<file path="src/pdp_pkg.sv">
// constants and types shared by the pulse-division modulator
package pdp_pkg;

    // =========================================================
    // register map: printed offsets are word indices
    localparam int unsigned IDX_W        = 16;
    localparam int unsigned ADDR_LSB     = 2;
    localparam int unsigned ADDR_TOP     = IDX_W + ADDR_LSB;
    localparam logic [15:0] IDX_CLK_SEL  = 16'hFFD0;
    localparam logic [15:0] IDX_DUTY_UP  = 16'hFFD1;
    localparam logic [15:0] IDX_DUTY_LO  = 16'hFFD2;
    localparam logic [15:0] IDX_CLK_STOP = 16'hFFFB;

    // =========================================================
    // reset and read-back values
    localparam logic [7:0]  CLK_SEL_RST  = 8'hFC;
    localparam logic [7:0]  DUTY_UP_RST  = 8'hC0;
    localparam logic [7:0]  DUTY_LO_RST  = 8'h00;
    localparam logic [7:0]  CLK_STOP_RST = 8'hFF;
    localparam logic [7:0]  READ_ONES    = 8'hFF;
    localparam logic [3:0]  STOP_RSVD    = 4'hF;
    localparam logic [23:0] RDATA_PAD    = 24'h000000;
    localparam logic [31:0] RDATA_NONE   = 32'h00000000;

    // =========================================================
    // field layout
    localparam int unsigned CS_W         = 2;
    localparam int unsigned DUTY_W       = 14;
    localparam int unsigned DUTY_HI_W    = 6;
    localparam int unsigned DUTY_LO_W    = 8;
    localparam int unsigned STOP_W       = 4;
    localparam int unsigned STANDBY_BIT  = 1;
    localparam int unsigned HTRANS_BIT   = 1;

    // =========================================================
    // generator geometry: 64 pulses of 256 steps each
    localparam int unsigned PULSE_IDX_W  = 6;
    localparam int unsigned PULSE_POS_W  = 8;
    localparam int unsigned STEP_W       = PULSE_IDX_W + PULSE_POS_W;
    localparam int unsigned WIDTH_W      = PULSE_POS_W + 2;
    localparam int unsigned DIV_W        = 3;
    localparam logic [9:0]  BASE_ADD     = 10'h001;

    // =========================================================
    // bus data-phase tracker
    typedef enum logic [2:0] {
        PH_IDLE  = 3'b001,
        PH_WRITE = 3'b010,
        PH_READ  = 3'b100
    } pdp_phase_t;

endpackage

</file>
<file path="src/pdp_pwm.sv">
// pulse-division pwm with ahb-lite register slave
`timescale 1ns/1ps
`default_nettype none

module pdp_pwm (
    // clock and reset
    input  wire logic        i_clk,
    input  wire logic        i_reset_n,
    // ahb-lite slave
    input  wire logic        i_hsel,
    input  wire logic [31:0] i_haddr,
    input  wire logic [1:0]  i_htrans,
    input  wire logic        i_hwrite,
    input  wire logic [2:0]  i_hsize,
    input  wire logic [31:0] i_hwdata,
    input  wire logic        i_hready,
    output logic             o_hreadyout,
    output logic             o_hresp,
    output logic [31:0]      o_hrdata,
    // system power state and pin routing
    input  wire logic        i_low_power_hold,
    input  wire logic        i_pin_assign,
    // modulator pin
    output logic             o_pwm_out,
    output logic             o_pwm_oe
);

    // =========================================================
    // decoding helpers

    localparam int unsigned ADDR_LSB_T = pdp_pkg::ADDR_LSB;
    localparam int unsigned ADDR_TOP_T = pdp_pkg::ADDR_TOP;

    function automatic logic addr_hit(input logic [31:0] a,
                                      input logic [15:0] idx);
        addr_hit = (a[ADDR_LSB_T-1:0] == '0)
                 && (a[31:ADDR_TOP_T] == '0)
                 && (a[ADDR_TOP_T-1:ADDR_LSB_T] == idx);
    endfunction

    // steps per generator step: 1, 2, 4 or 8 system clocks
    function automatic logic [pdp_pkg::DIV_W-1:0] div_last(
        input logic [pdp_pkg::CS_W-1:0] cs);
        logic [pdp_pkg::DIV_W:0] n;
        n = (pdp_pkg::DIV_W+1)'(1) << cs;
        div_last = pdp_pkg::DIV_W'(n - (pdp_pkg::DIV_W+1)'(1));
    endfunction

    // =========================================================
    // state

    pdp_pkg::pdp_phase_t               phase_ff;
    pdp_pkg::pdp_phase_t               nxt_phase;
    logic [15:0]                       dp_idx_ff;
    logic [pdp_pkg::CS_W-1:0]          cs_ff;
    logic [pdp_pkg::DUTY_HI_W-1:0]     duty_up_ff;
    logic [pdp_pkg::DUTY_LO_W-1:0]     duty_lo_ff;
    logic [pdp_pkg::STOP_W-1:0]        stop_ff;
    logic [pdp_pkg::DUTY_W-1:0]        pend_duty_ff;
    logic                              pend_ff;
    logic [pdp_pkg::DUTY_W-1:0]        act_duty_ff;
    logic [pdp_pkg::DIV_W-1:0]         div_ff;
    logic [pdp_pkg::STEP_W-1:0]        step_ff;
    logic                              pwm_ff;
    logic                              oe_ff;
    logic [31:0]                       rdata_ff;

    logic                              addr_valid;
    logic [15:0]                       addr_idx;
    logic                              running;
    logic                              step_en;
    logic                              period_end;
    logic                              wr_clk_sel;
    logic                              wr_duty_up;
    logic                              wr_duty_lo;
    logic                              wr_stop;
    logic [7:0]                        rd_byte;
    logic [pdp_pkg::STOP_W-1:0]        stop_view;
    logic                              nxt_pwm;
    logic                              nxt_oe;
    logic                              out_ff;

    // =========================================================
    // ahb address phase

    assign addr_valid = i_hsel && i_hready && i_htrans[pdp_pkg::HTRANS_BIT];

    always_comb begin
        addr_idx = 16'h0000;
        if (addr_hit(i_haddr, pdp_pkg::IDX_CLK_SEL)) begin
            addr_idx = pdp_pkg::IDX_CLK_SEL;
        end else if (addr_hit(i_haddr, pdp_pkg::IDX_DUTY_UP)) begin
            addr_idx = pdp_pkg::IDX_DUTY_UP;
        end else if (addr_hit(i_haddr, pdp_pkg::IDX_DUTY_LO)) begin
            addr_idx = pdp_pkg::IDX_DUTY_LO;
        end else if (addr_hit(i_haddr, pdp_pkg::IDX_CLK_STOP)) begin
            addr_idx = pdp_pkg::IDX_CLK_STOP;
        end
    end

    always_comb begin
        nxt_phase = pdp_pkg::PH_IDLE;
        case (phase_ff)
            pdp_pkg::PH_IDLE,
            pdp_pkg::PH_WRITE,
            pdp_pkg::PH_READ: begin
                if (addr_valid) begin
                    nxt_phase = i_hwrite ? pdp_pkg::PH_WRITE : pdp_pkg::PH_READ;
                end
            end
            default: nxt_phase = pdp_pkg::PH_IDLE;
        endcase
    end

    always_ff @(posedge i_clk) begin
        if (!i_reset_n) begin
            phase_ff  <= pdp_pkg::PH_IDLE;
            dp_idx_ff <= 16'h0000;
        end else begin
            phase_ff  <= nxt_phase;
            dp_idx_ff <= addr_idx;
        end
    end

    // a read taken while a clock stop write is in its data phase must see
    // the new bits, otherwise back-to-back write then read returns stale data
    always_comb begin
        stop_view = stop_ff;
        if (wr_stop) begin
            stop_view = i_hwdata[pdp_pkg::STOP_W-1:0];
        end
    end

    // every read answer is prepared in the address phase
    always_comb begin
        rd_byte = pdp_pkg::READ_ONES;
        if (addr_idx == pdp_pkg::IDX_CLK_STOP) begin
            rd_byte = {pdp_pkg::STOP_RSVD, stop_view};
        end
    end

    always_ff @(posedge i_clk) begin
        if (!i_reset_n) begin
            rdata_ff <= pdp_pkg::RDATA_NONE;
        end else if (addr_valid && !i_hwrite) begin
            if (addr_idx == 16'h0000) begin
                rdata_ff <= pdp_pkg::RDATA_NONE;
            end else begin
                rdata_ff <= {pdp_pkg::RDATA_PAD, rd_byte};
            end
        end
    end

    assign o_hreadyout = 1'b1;
    assign o_hresp     = 1'b0;
    assign o_hrdata    = rdata_ff;

    // =========================================================
    // register writes (data phase)

    // module standby and system hold freeze the modulator registers
    assign running    = stop_ff[pdp_pkg::STANDBY_BIT] && !i_low_power_hold;

    assign wr_clk_sel = (phase_ff == pdp_pkg::PH_WRITE)
                     && (dp_idx_ff == pdp_pkg::IDX_CLK_SEL) && running;
    assign wr_duty_up = (phase_ff == pdp_pkg::PH_WRITE)
                     && (dp_idx_ff == pdp_pkg::IDX_DUTY_UP) && running;
    assign wr_duty_lo = (phase_ff == pdp_pkg::PH_WRITE)
                     && (dp_idx_ff == pdp_pkg::IDX_DUTY_LO) && running;
    assign wr_stop    = (phase_ff == pdp_pkg::PH_WRITE)
                     && (dp_idx_ff == pdp_pkg::IDX_CLK_STOP)
                     && !i_low_power_hold;

    always_ff @(posedge i_clk) begin
        if (!i_reset_n) begin
            cs_ff <= pdp_pkg::CLK_SEL_RST[pdp_pkg::CS_W-1:0];
        end else if (wr_clk_sel) begin
            cs_ff <= i_hwdata[pdp_pkg::CS_W-1:0];
        end
    end

    always_ff @(posedge i_clk) begin
        if (!i_reset_n) begin
            duty_up_ff <= pdp_pkg::DUTY_UP_RST[pdp_pkg::DUTY_HI_W-1:0];
            duty_lo_ff <= pdp_pkg::DUTY_LO_RST;
        end else begin
            if (wr_duty_up) begin
                duty_up_ff <= i_hwdata[pdp_pkg::DUTY_HI_W-1:0];
            end
            if (wr_duty_lo) begin
                duty_lo_ff <= i_hwdata[pdp_pkg::DUTY_LO_W-1:0];
            end
        end
    end

    always_ff @(posedge i_clk) begin
        if (!i_reset_n) begin
            stop_ff <= pdp_pkg::CLK_STOP_RST[pdp_pkg::STOP_W-1:0];
        end else if (wr_stop) begin
            stop_ff <= i_hwdata[pdp_pkg::STOP_W-1:0];
        end
    end

    // =========================================================
    // duty latch: the upper write captures both bytes at once
    // lower byte must already be in place, hence lower-then-upper order

    always_ff @(posedge i_clk) begin
        if (!i_reset_n) begin
            pend_duty_ff <= '0;
            pend_ff      <= 1'b0;
        end else if (wr_duty_up) begin
            pend_duty_ff <= {i_hwdata[pdp_pkg::DUTY_HI_W-1:0], duty_lo_ff};
            pend_ff      <= 1'b1;
        end else if (period_end) begin
            pend_ff      <= 1'b0;
        end
    end

    // new data only starts at a period boundary so no period is torn
    always_ff @(posedge i_clk) begin
        if (!i_reset_n) begin
            act_duty_ff <= '0;
        end else if (period_end && pend_ff) begin
            act_duty_ff <= pend_duty_ff;
        end
    end

    // =========================================================
    // step timebase: one step is 1, 2, 4 or 8 system clocks, set by the clock select

    assign step_en    = running && (div_ff == div_last(cs_ff));
    assign period_end = step_en && (step_ff == '1);

    always_ff @(posedge i_clk) begin
        if (!i_reset_n) begin
            div_ff <= '0;
        end else if (running) begin
            if (step_en || div_ff > div_last(cs_ff)) begin
                div_ff <= '0;
            end else begin
                div_ff <= div_ff + pdp_pkg::DIV_W'(1);
            end
        end
    end

    // 16384 steps per period: 64 pulses of 256 steps
    always_ff @(posedge i_clk) begin
        if (!i_reset_n) begin
            step_ff <= '0;
        end else if (step_en) begin
            step_ff <= step_ff + pdp_pkg::STEP_W'(1);
        end
    end

    // =========================================================
    // pulse shaping

    logic [pdp_pkg::PULSE_IDX_W-1:0] pulse_idx;
    logic [pdp_pkg::PULSE_IDX_W-1:0] pulse_rev;
    logic [pdp_pkg::PULSE_POS_W-1:0] pulse_pos;
    logic                            extra;
    logic [pdp_pkg::WIDTH_W-1:0]     pulse_width;

    assign pulse_idx = step_ff[pdp_pkg::STEP_W-1:pdp_pkg::PULSE_POS_W];
    assign pulse_pos = step_ff[pdp_pkg::PULSE_POS_W-1:0];

    // bit reversal orders pulses so extra steps land evenly
    genvar g;
    generate
        for (g = 0; g < pdp_pkg::PULSE_IDX_W; g++) begin : g_rev
            assign pulse_rev[g] = pulse_idx[pdp_pkg::PULSE_IDX_W-1-g];
        end
    endgenerate

    // exactly duty[5:0] of the 64 pulses get one extra step
    assign extra = pulse_rev < act_duty_ff[pdp_pkg::DUTY_HI_W-1:0];

    // base + 1 per pulse supplies the +64 term of the high time
    assign pulse_width = pdp_pkg::WIDTH_W'(act_duty_ff[pdp_pkg::DUTY_W-1:pdp_pkg::DUTY_HI_W])
                       + pdp_pkg::BASE_ADD
                       + pdp_pkg::WIDTH_W'(extra);

    // next pin values, shared by the internal flops and the pin flop
    always_comb begin
        nxt_pwm = pwm_ff;
        if (!stop_ff[pdp_pkg::STANDBY_BIT]) begin
            nxt_pwm = 1'b0;
        end else if (running) begin
            nxt_pwm = pdp_pkg::WIDTH_W'(pulse_pos) < pulse_width;
        end
    end

    assign nxt_oe = i_pin_assign && stop_ff[pdp_pkg::STANDBY_BIT];

    always_ff @(posedge i_clk) begin
        if (!i_reset_n) begin
            pwm_ff <= 1'b0;
        end else begin
            pwm_ff <= nxt_pwm;
        end
    end

    always_ff @(posedge i_clk) begin
        if (!i_reset_n) begin
            oe_ff <= 1'b0;
        end else begin
            oe_ff <= nxt_oe;
        end
    end

    // the pin gets a flop of its own so no gate sits between flop and pad
    always_ff @(posedge i_clk) begin
        if (!i_reset_n) begin
            out_ff <= 1'b0;
        end else begin
            out_ff <= nxt_pwm && nxt_oe;
        end
    end

    assign o_pwm_out = out_ff;
    assign o_pwm_oe  = oe_ff;

    // i_hsize is accepted for bus compliance; only word access is used
    logic unused_ok;
    assign unused_ok = ^i_hsize;

endmodule

`default_nettype wire

</file>
<file path="config.mk">
export PLATFORM = sky130hd
export DESIGN_NAME = pdp_pwm
export DESIGN_NICKNAME = d
export VERILOG_FILES = /design/src/pdp_pkg.sv /design/src/pdp_pwm.sv
export SDC_FILE = /design/constraint.sdc
export NUM_CORES = 1
export LEC_CHECK = 0
export BUFFER_PORTS_ARGS = -buffer_cell sky130_fd_sc_hd__clkbuf_2
export CAP_MARGIN = 15
export CORE_ASPECT_RATIO = 1.2
export CORE_MARGIN = 2
export CORE_UTILIZATION = 38
export CTS_CLUSTER_SIZE = 30
export DETAILED_ROUTE_END_ITERATION = 7
export PLACE_DENSITY_LB_ADDON = 0.2
export REMOVE_ABC_BUFFERS = 1
export SLEW_MARGIN = 5
export SYNTH_ARGS = -nofsm -noshare
export SYNTH_HDL_FRONTEND = slang
export SYNTH_SLANG_ARGS = --single-unit
</file>
<file path="constraint.sdc">
create_clock -name i_clk -period 8 [get_ports i_clk]
set_input_delay 0.4 -clock i_clk [delete_from_list [all_inputs] [get_ports i_clk]]
set_output_delay 0.4 -clock i_clk [all_outputs]
set_load 0.03 [all_outputs]
</file>
==> run metrics <==
most frequent cell after synthesis=dfxtp_1; Synth Area in Compound Gates=0.1380; Seq/Total Area, Yosys=0.3842; Clk Latency, worst-skew pair=0.34 ns; critical path class=reg -> reg; layout cells sized above 1=0.1746; mux contribution to synthesized area=0.06148; max_cap viols=0; first-pass iteration count of the detailed router=4; row cnt=40; final WL=8.179 mm; RSZ-0062 raised after global routing=no; Synth top cells by count=dfxtp_1 (75), nor2_1 (37), a21oi_1 (31), buf_4 (31), nand3_1 (25); Largest stage delay, worst path=0.42 ns; global-route wire length before repair=13.91 mm; Detail Route Antenna Nets=0; area leader, netlist=dfxtp_1; number of diodes=0; drt wl/cell=13.47 um; DIE HEIGHT=115.1 um; status=complete, no violations; setup TNS=0 ns; antenna violations before repair=0; Max Buffers Root-to-Sink=2; Synth Area in XOR/XNOR=0.02914; Tmin final=3.161 ns; nets@finish=571; Synth Area in Adders=0.06084; Initial Util=0.3904; Total Power=0.0008268 W; Worst EP required=8.25 ns; TritonCTS clock tree=done; Area Growth Syn to Fin=13.22%; Pwr Density=186.9 nW/um2; Iter 0 DRT Violations=147; largest family of logic cells by synthesized area=simple AND/OR/NAND/NOR gates; vias=3,153; vias in the first global route=2,987; worst slack, placed=4.831 ns; fmax=0.3164 GHz; fin worst setup slack=4.839 ns; total number of H-tree levels=3; worst-margin pin slew=0.8944 ns; final cycle utilization of the critical path=0.3951; CP cell instances=ha_1 > a21o_1 > a211oi_1 > o31ai_1 > ha_1 > nor3b_1 > nand3_1 > xor2_1 > ha_1 > a211oi_1 > o21ai_0 > a41o_1 > a211oi_1; Detail Placement HPWL=5.870 mm; Yosys Warn Count=0; post-synthesis simple-gate area fraction=0.2257; Max VDD drop=0.1161 mV; Async SR Flop Fraction=0; DIE WIDTH=96.57 um; Clock transition at path regs=0.06 ns; GRT Residual Overflow=0; Post-synth EDFFs=0; Synth Instances=435; Leakage=1.873 nW; Critical-path top delay cell=dfxtp_1; Finish-stage setup viols=0; Synth Flop Type=dfxtp_1; CTS root buf=clkbuf_16; All-Layer GR Usage=0.1595; minimum hold slack=0.2664 ns; # fillers=1,007; FF+latch area=1501 um2; Synth cell types=53; Multi-input gate area=2111 um2; Worst Skew=0.008426 ns; I/O Pins=112; synth top area cells=dfxtp_1 (38%), mux2i_1 (6.1%), ha_1 (6.1%); DRC Markers=0; largest net degree at the start of global routing=56; Final Util=0.4420; share of the synthesized area in the top cell type=0.3842; gp weighted congestion=0.7485; vias per cell=5.194; CP Max Fanout=7; # Post-CTS Setup Buffers=0; Syn Area/Cell=8.983 um2; #FFs+latches synth=75; die area=11,110 um2; # port buffers=57; slew margin rel.=0.4021; Mapped Area=3907 um2; Worst Hold Class=in -> reg; Post-CTS Resized=0; crit start category=flop; clock sink count=75; CTS Hold Bufs=0; WP data arrival=3.41 ns; core area=10,010 um2; CTS Buf Count=9; Worst setup EP type=flop; Final Hold Fails=0; fin. max-slew vios=0
-- layer usage --
layer | track usage | routed length (um) | share of wire | up-vias
met4 | 0.05915 | 135 | 0.017 | 0
met1 | 0.2000 | 3713 | 0.45 | 1459
met5 | 0 | 0 | 0 | -
li1 | - | - | - | 1616
met3 | 0.03735 | 347 | 0.042 | 10
met2 | 0.2648 | 3983 | 0.49 | 68
-- logic make-up after synthesis --
family / Yosys count
other cells: 2
fa+ha+maj: 19
mux: 24
simple gates: 148
xor+xnor: 13
compound gates: 84
buf+inv: 70
flops: 75
-- sequential cells by signal (all words and copies together), names as in the netlist, 4 cells and up --
signal / flops
act_duty_ff: 14
dp_idx_ff: 4
duty_lo_ff: 8
o_hrdata: 5
pend_duty_ff: 14
step_ff: 14
stop_ff: 4
-- worst paths after layout --
check	start	end	cells after the start	slack [ns]
max	step_ff[12]	o_pwm_out	13	4.84
min	i_hwrite	phase_ff[1]	3	0.27
max reg2reg	step_ff[12]	o_pwm_out	13	4.84
min reg2reg	act_duty_ff[1]	act_duty_ff[1]	2	0.47
-- placed cells by master, fill, tap and decap left out, types with 3 or more instances in the layout --
| cell | n |
|---|---|
| a211oi_1 | 3 |
| a21oi_1 | 31 |
| a22o_1 | 4 |
| and3_1 | 8 |
| and4_1 | 6 |
| clkbuf_16 | 9 |
| clkbuf_2 | 57 |
| clkinv_2 | 3 |
| conb_1 | 26 |
| dfxtp_1 | 75 |
| ha_1 | 19 |
| inv_1 | 18 |
| mux2i_1 | 24 |
| nand2_1 | 13 |
| nand3_1 | 25 |
| nand4_1 | 20 |
| nand4b_1 | 4 |
| nor2_1 | 37 |
| nor3_1 | 4 |
| o211ai_1 | 3 |
| o21ai_0 | 12 |
| o31ai_1 | 20 |
| or3_1 | 3 |
| or4_1 | 4 |
| xnor2_1 | 7 |
| xor2_1 | 6 |
-- through the flow --
step	cells	instance area, um2
2_1_floorplan	407	3680
4_1_cts	607	4424
5_1_grt	607	4424
6_report	607	4424
3_5_place_dp	591	4130
3_3_place_gp	591	4130
-- worst max-delay path: cells and delay by family (launching register included) --
kind            cells  cell delay, ns
compound gates      7            1.27
xor+xnor            1            0.16
fa+ha+maj           3            0.75
flops               1            0.42
simple gates        2            0.45
-- power breakdown --
part / leakage, nW / switching [W] / internal, W
combinational: 1.13 / 0.0000367 / 0.0000160
clock: 0.141 / 0.000156 / 0.000240
sequential: 0.605 / 0.00000177 / 0.000376
-- cell type report --
class	count	area share
clock inverters	7	0.01555
multi-input cells	314	0.4771
clock buffers	9	0.05091
inverters	18	0.01527
flip-flops and latches	75	0.3394
well taps	126	0.03563
repair buffers	58	0.06618
No activity file was read; power rests on OpenSTA's default activity.
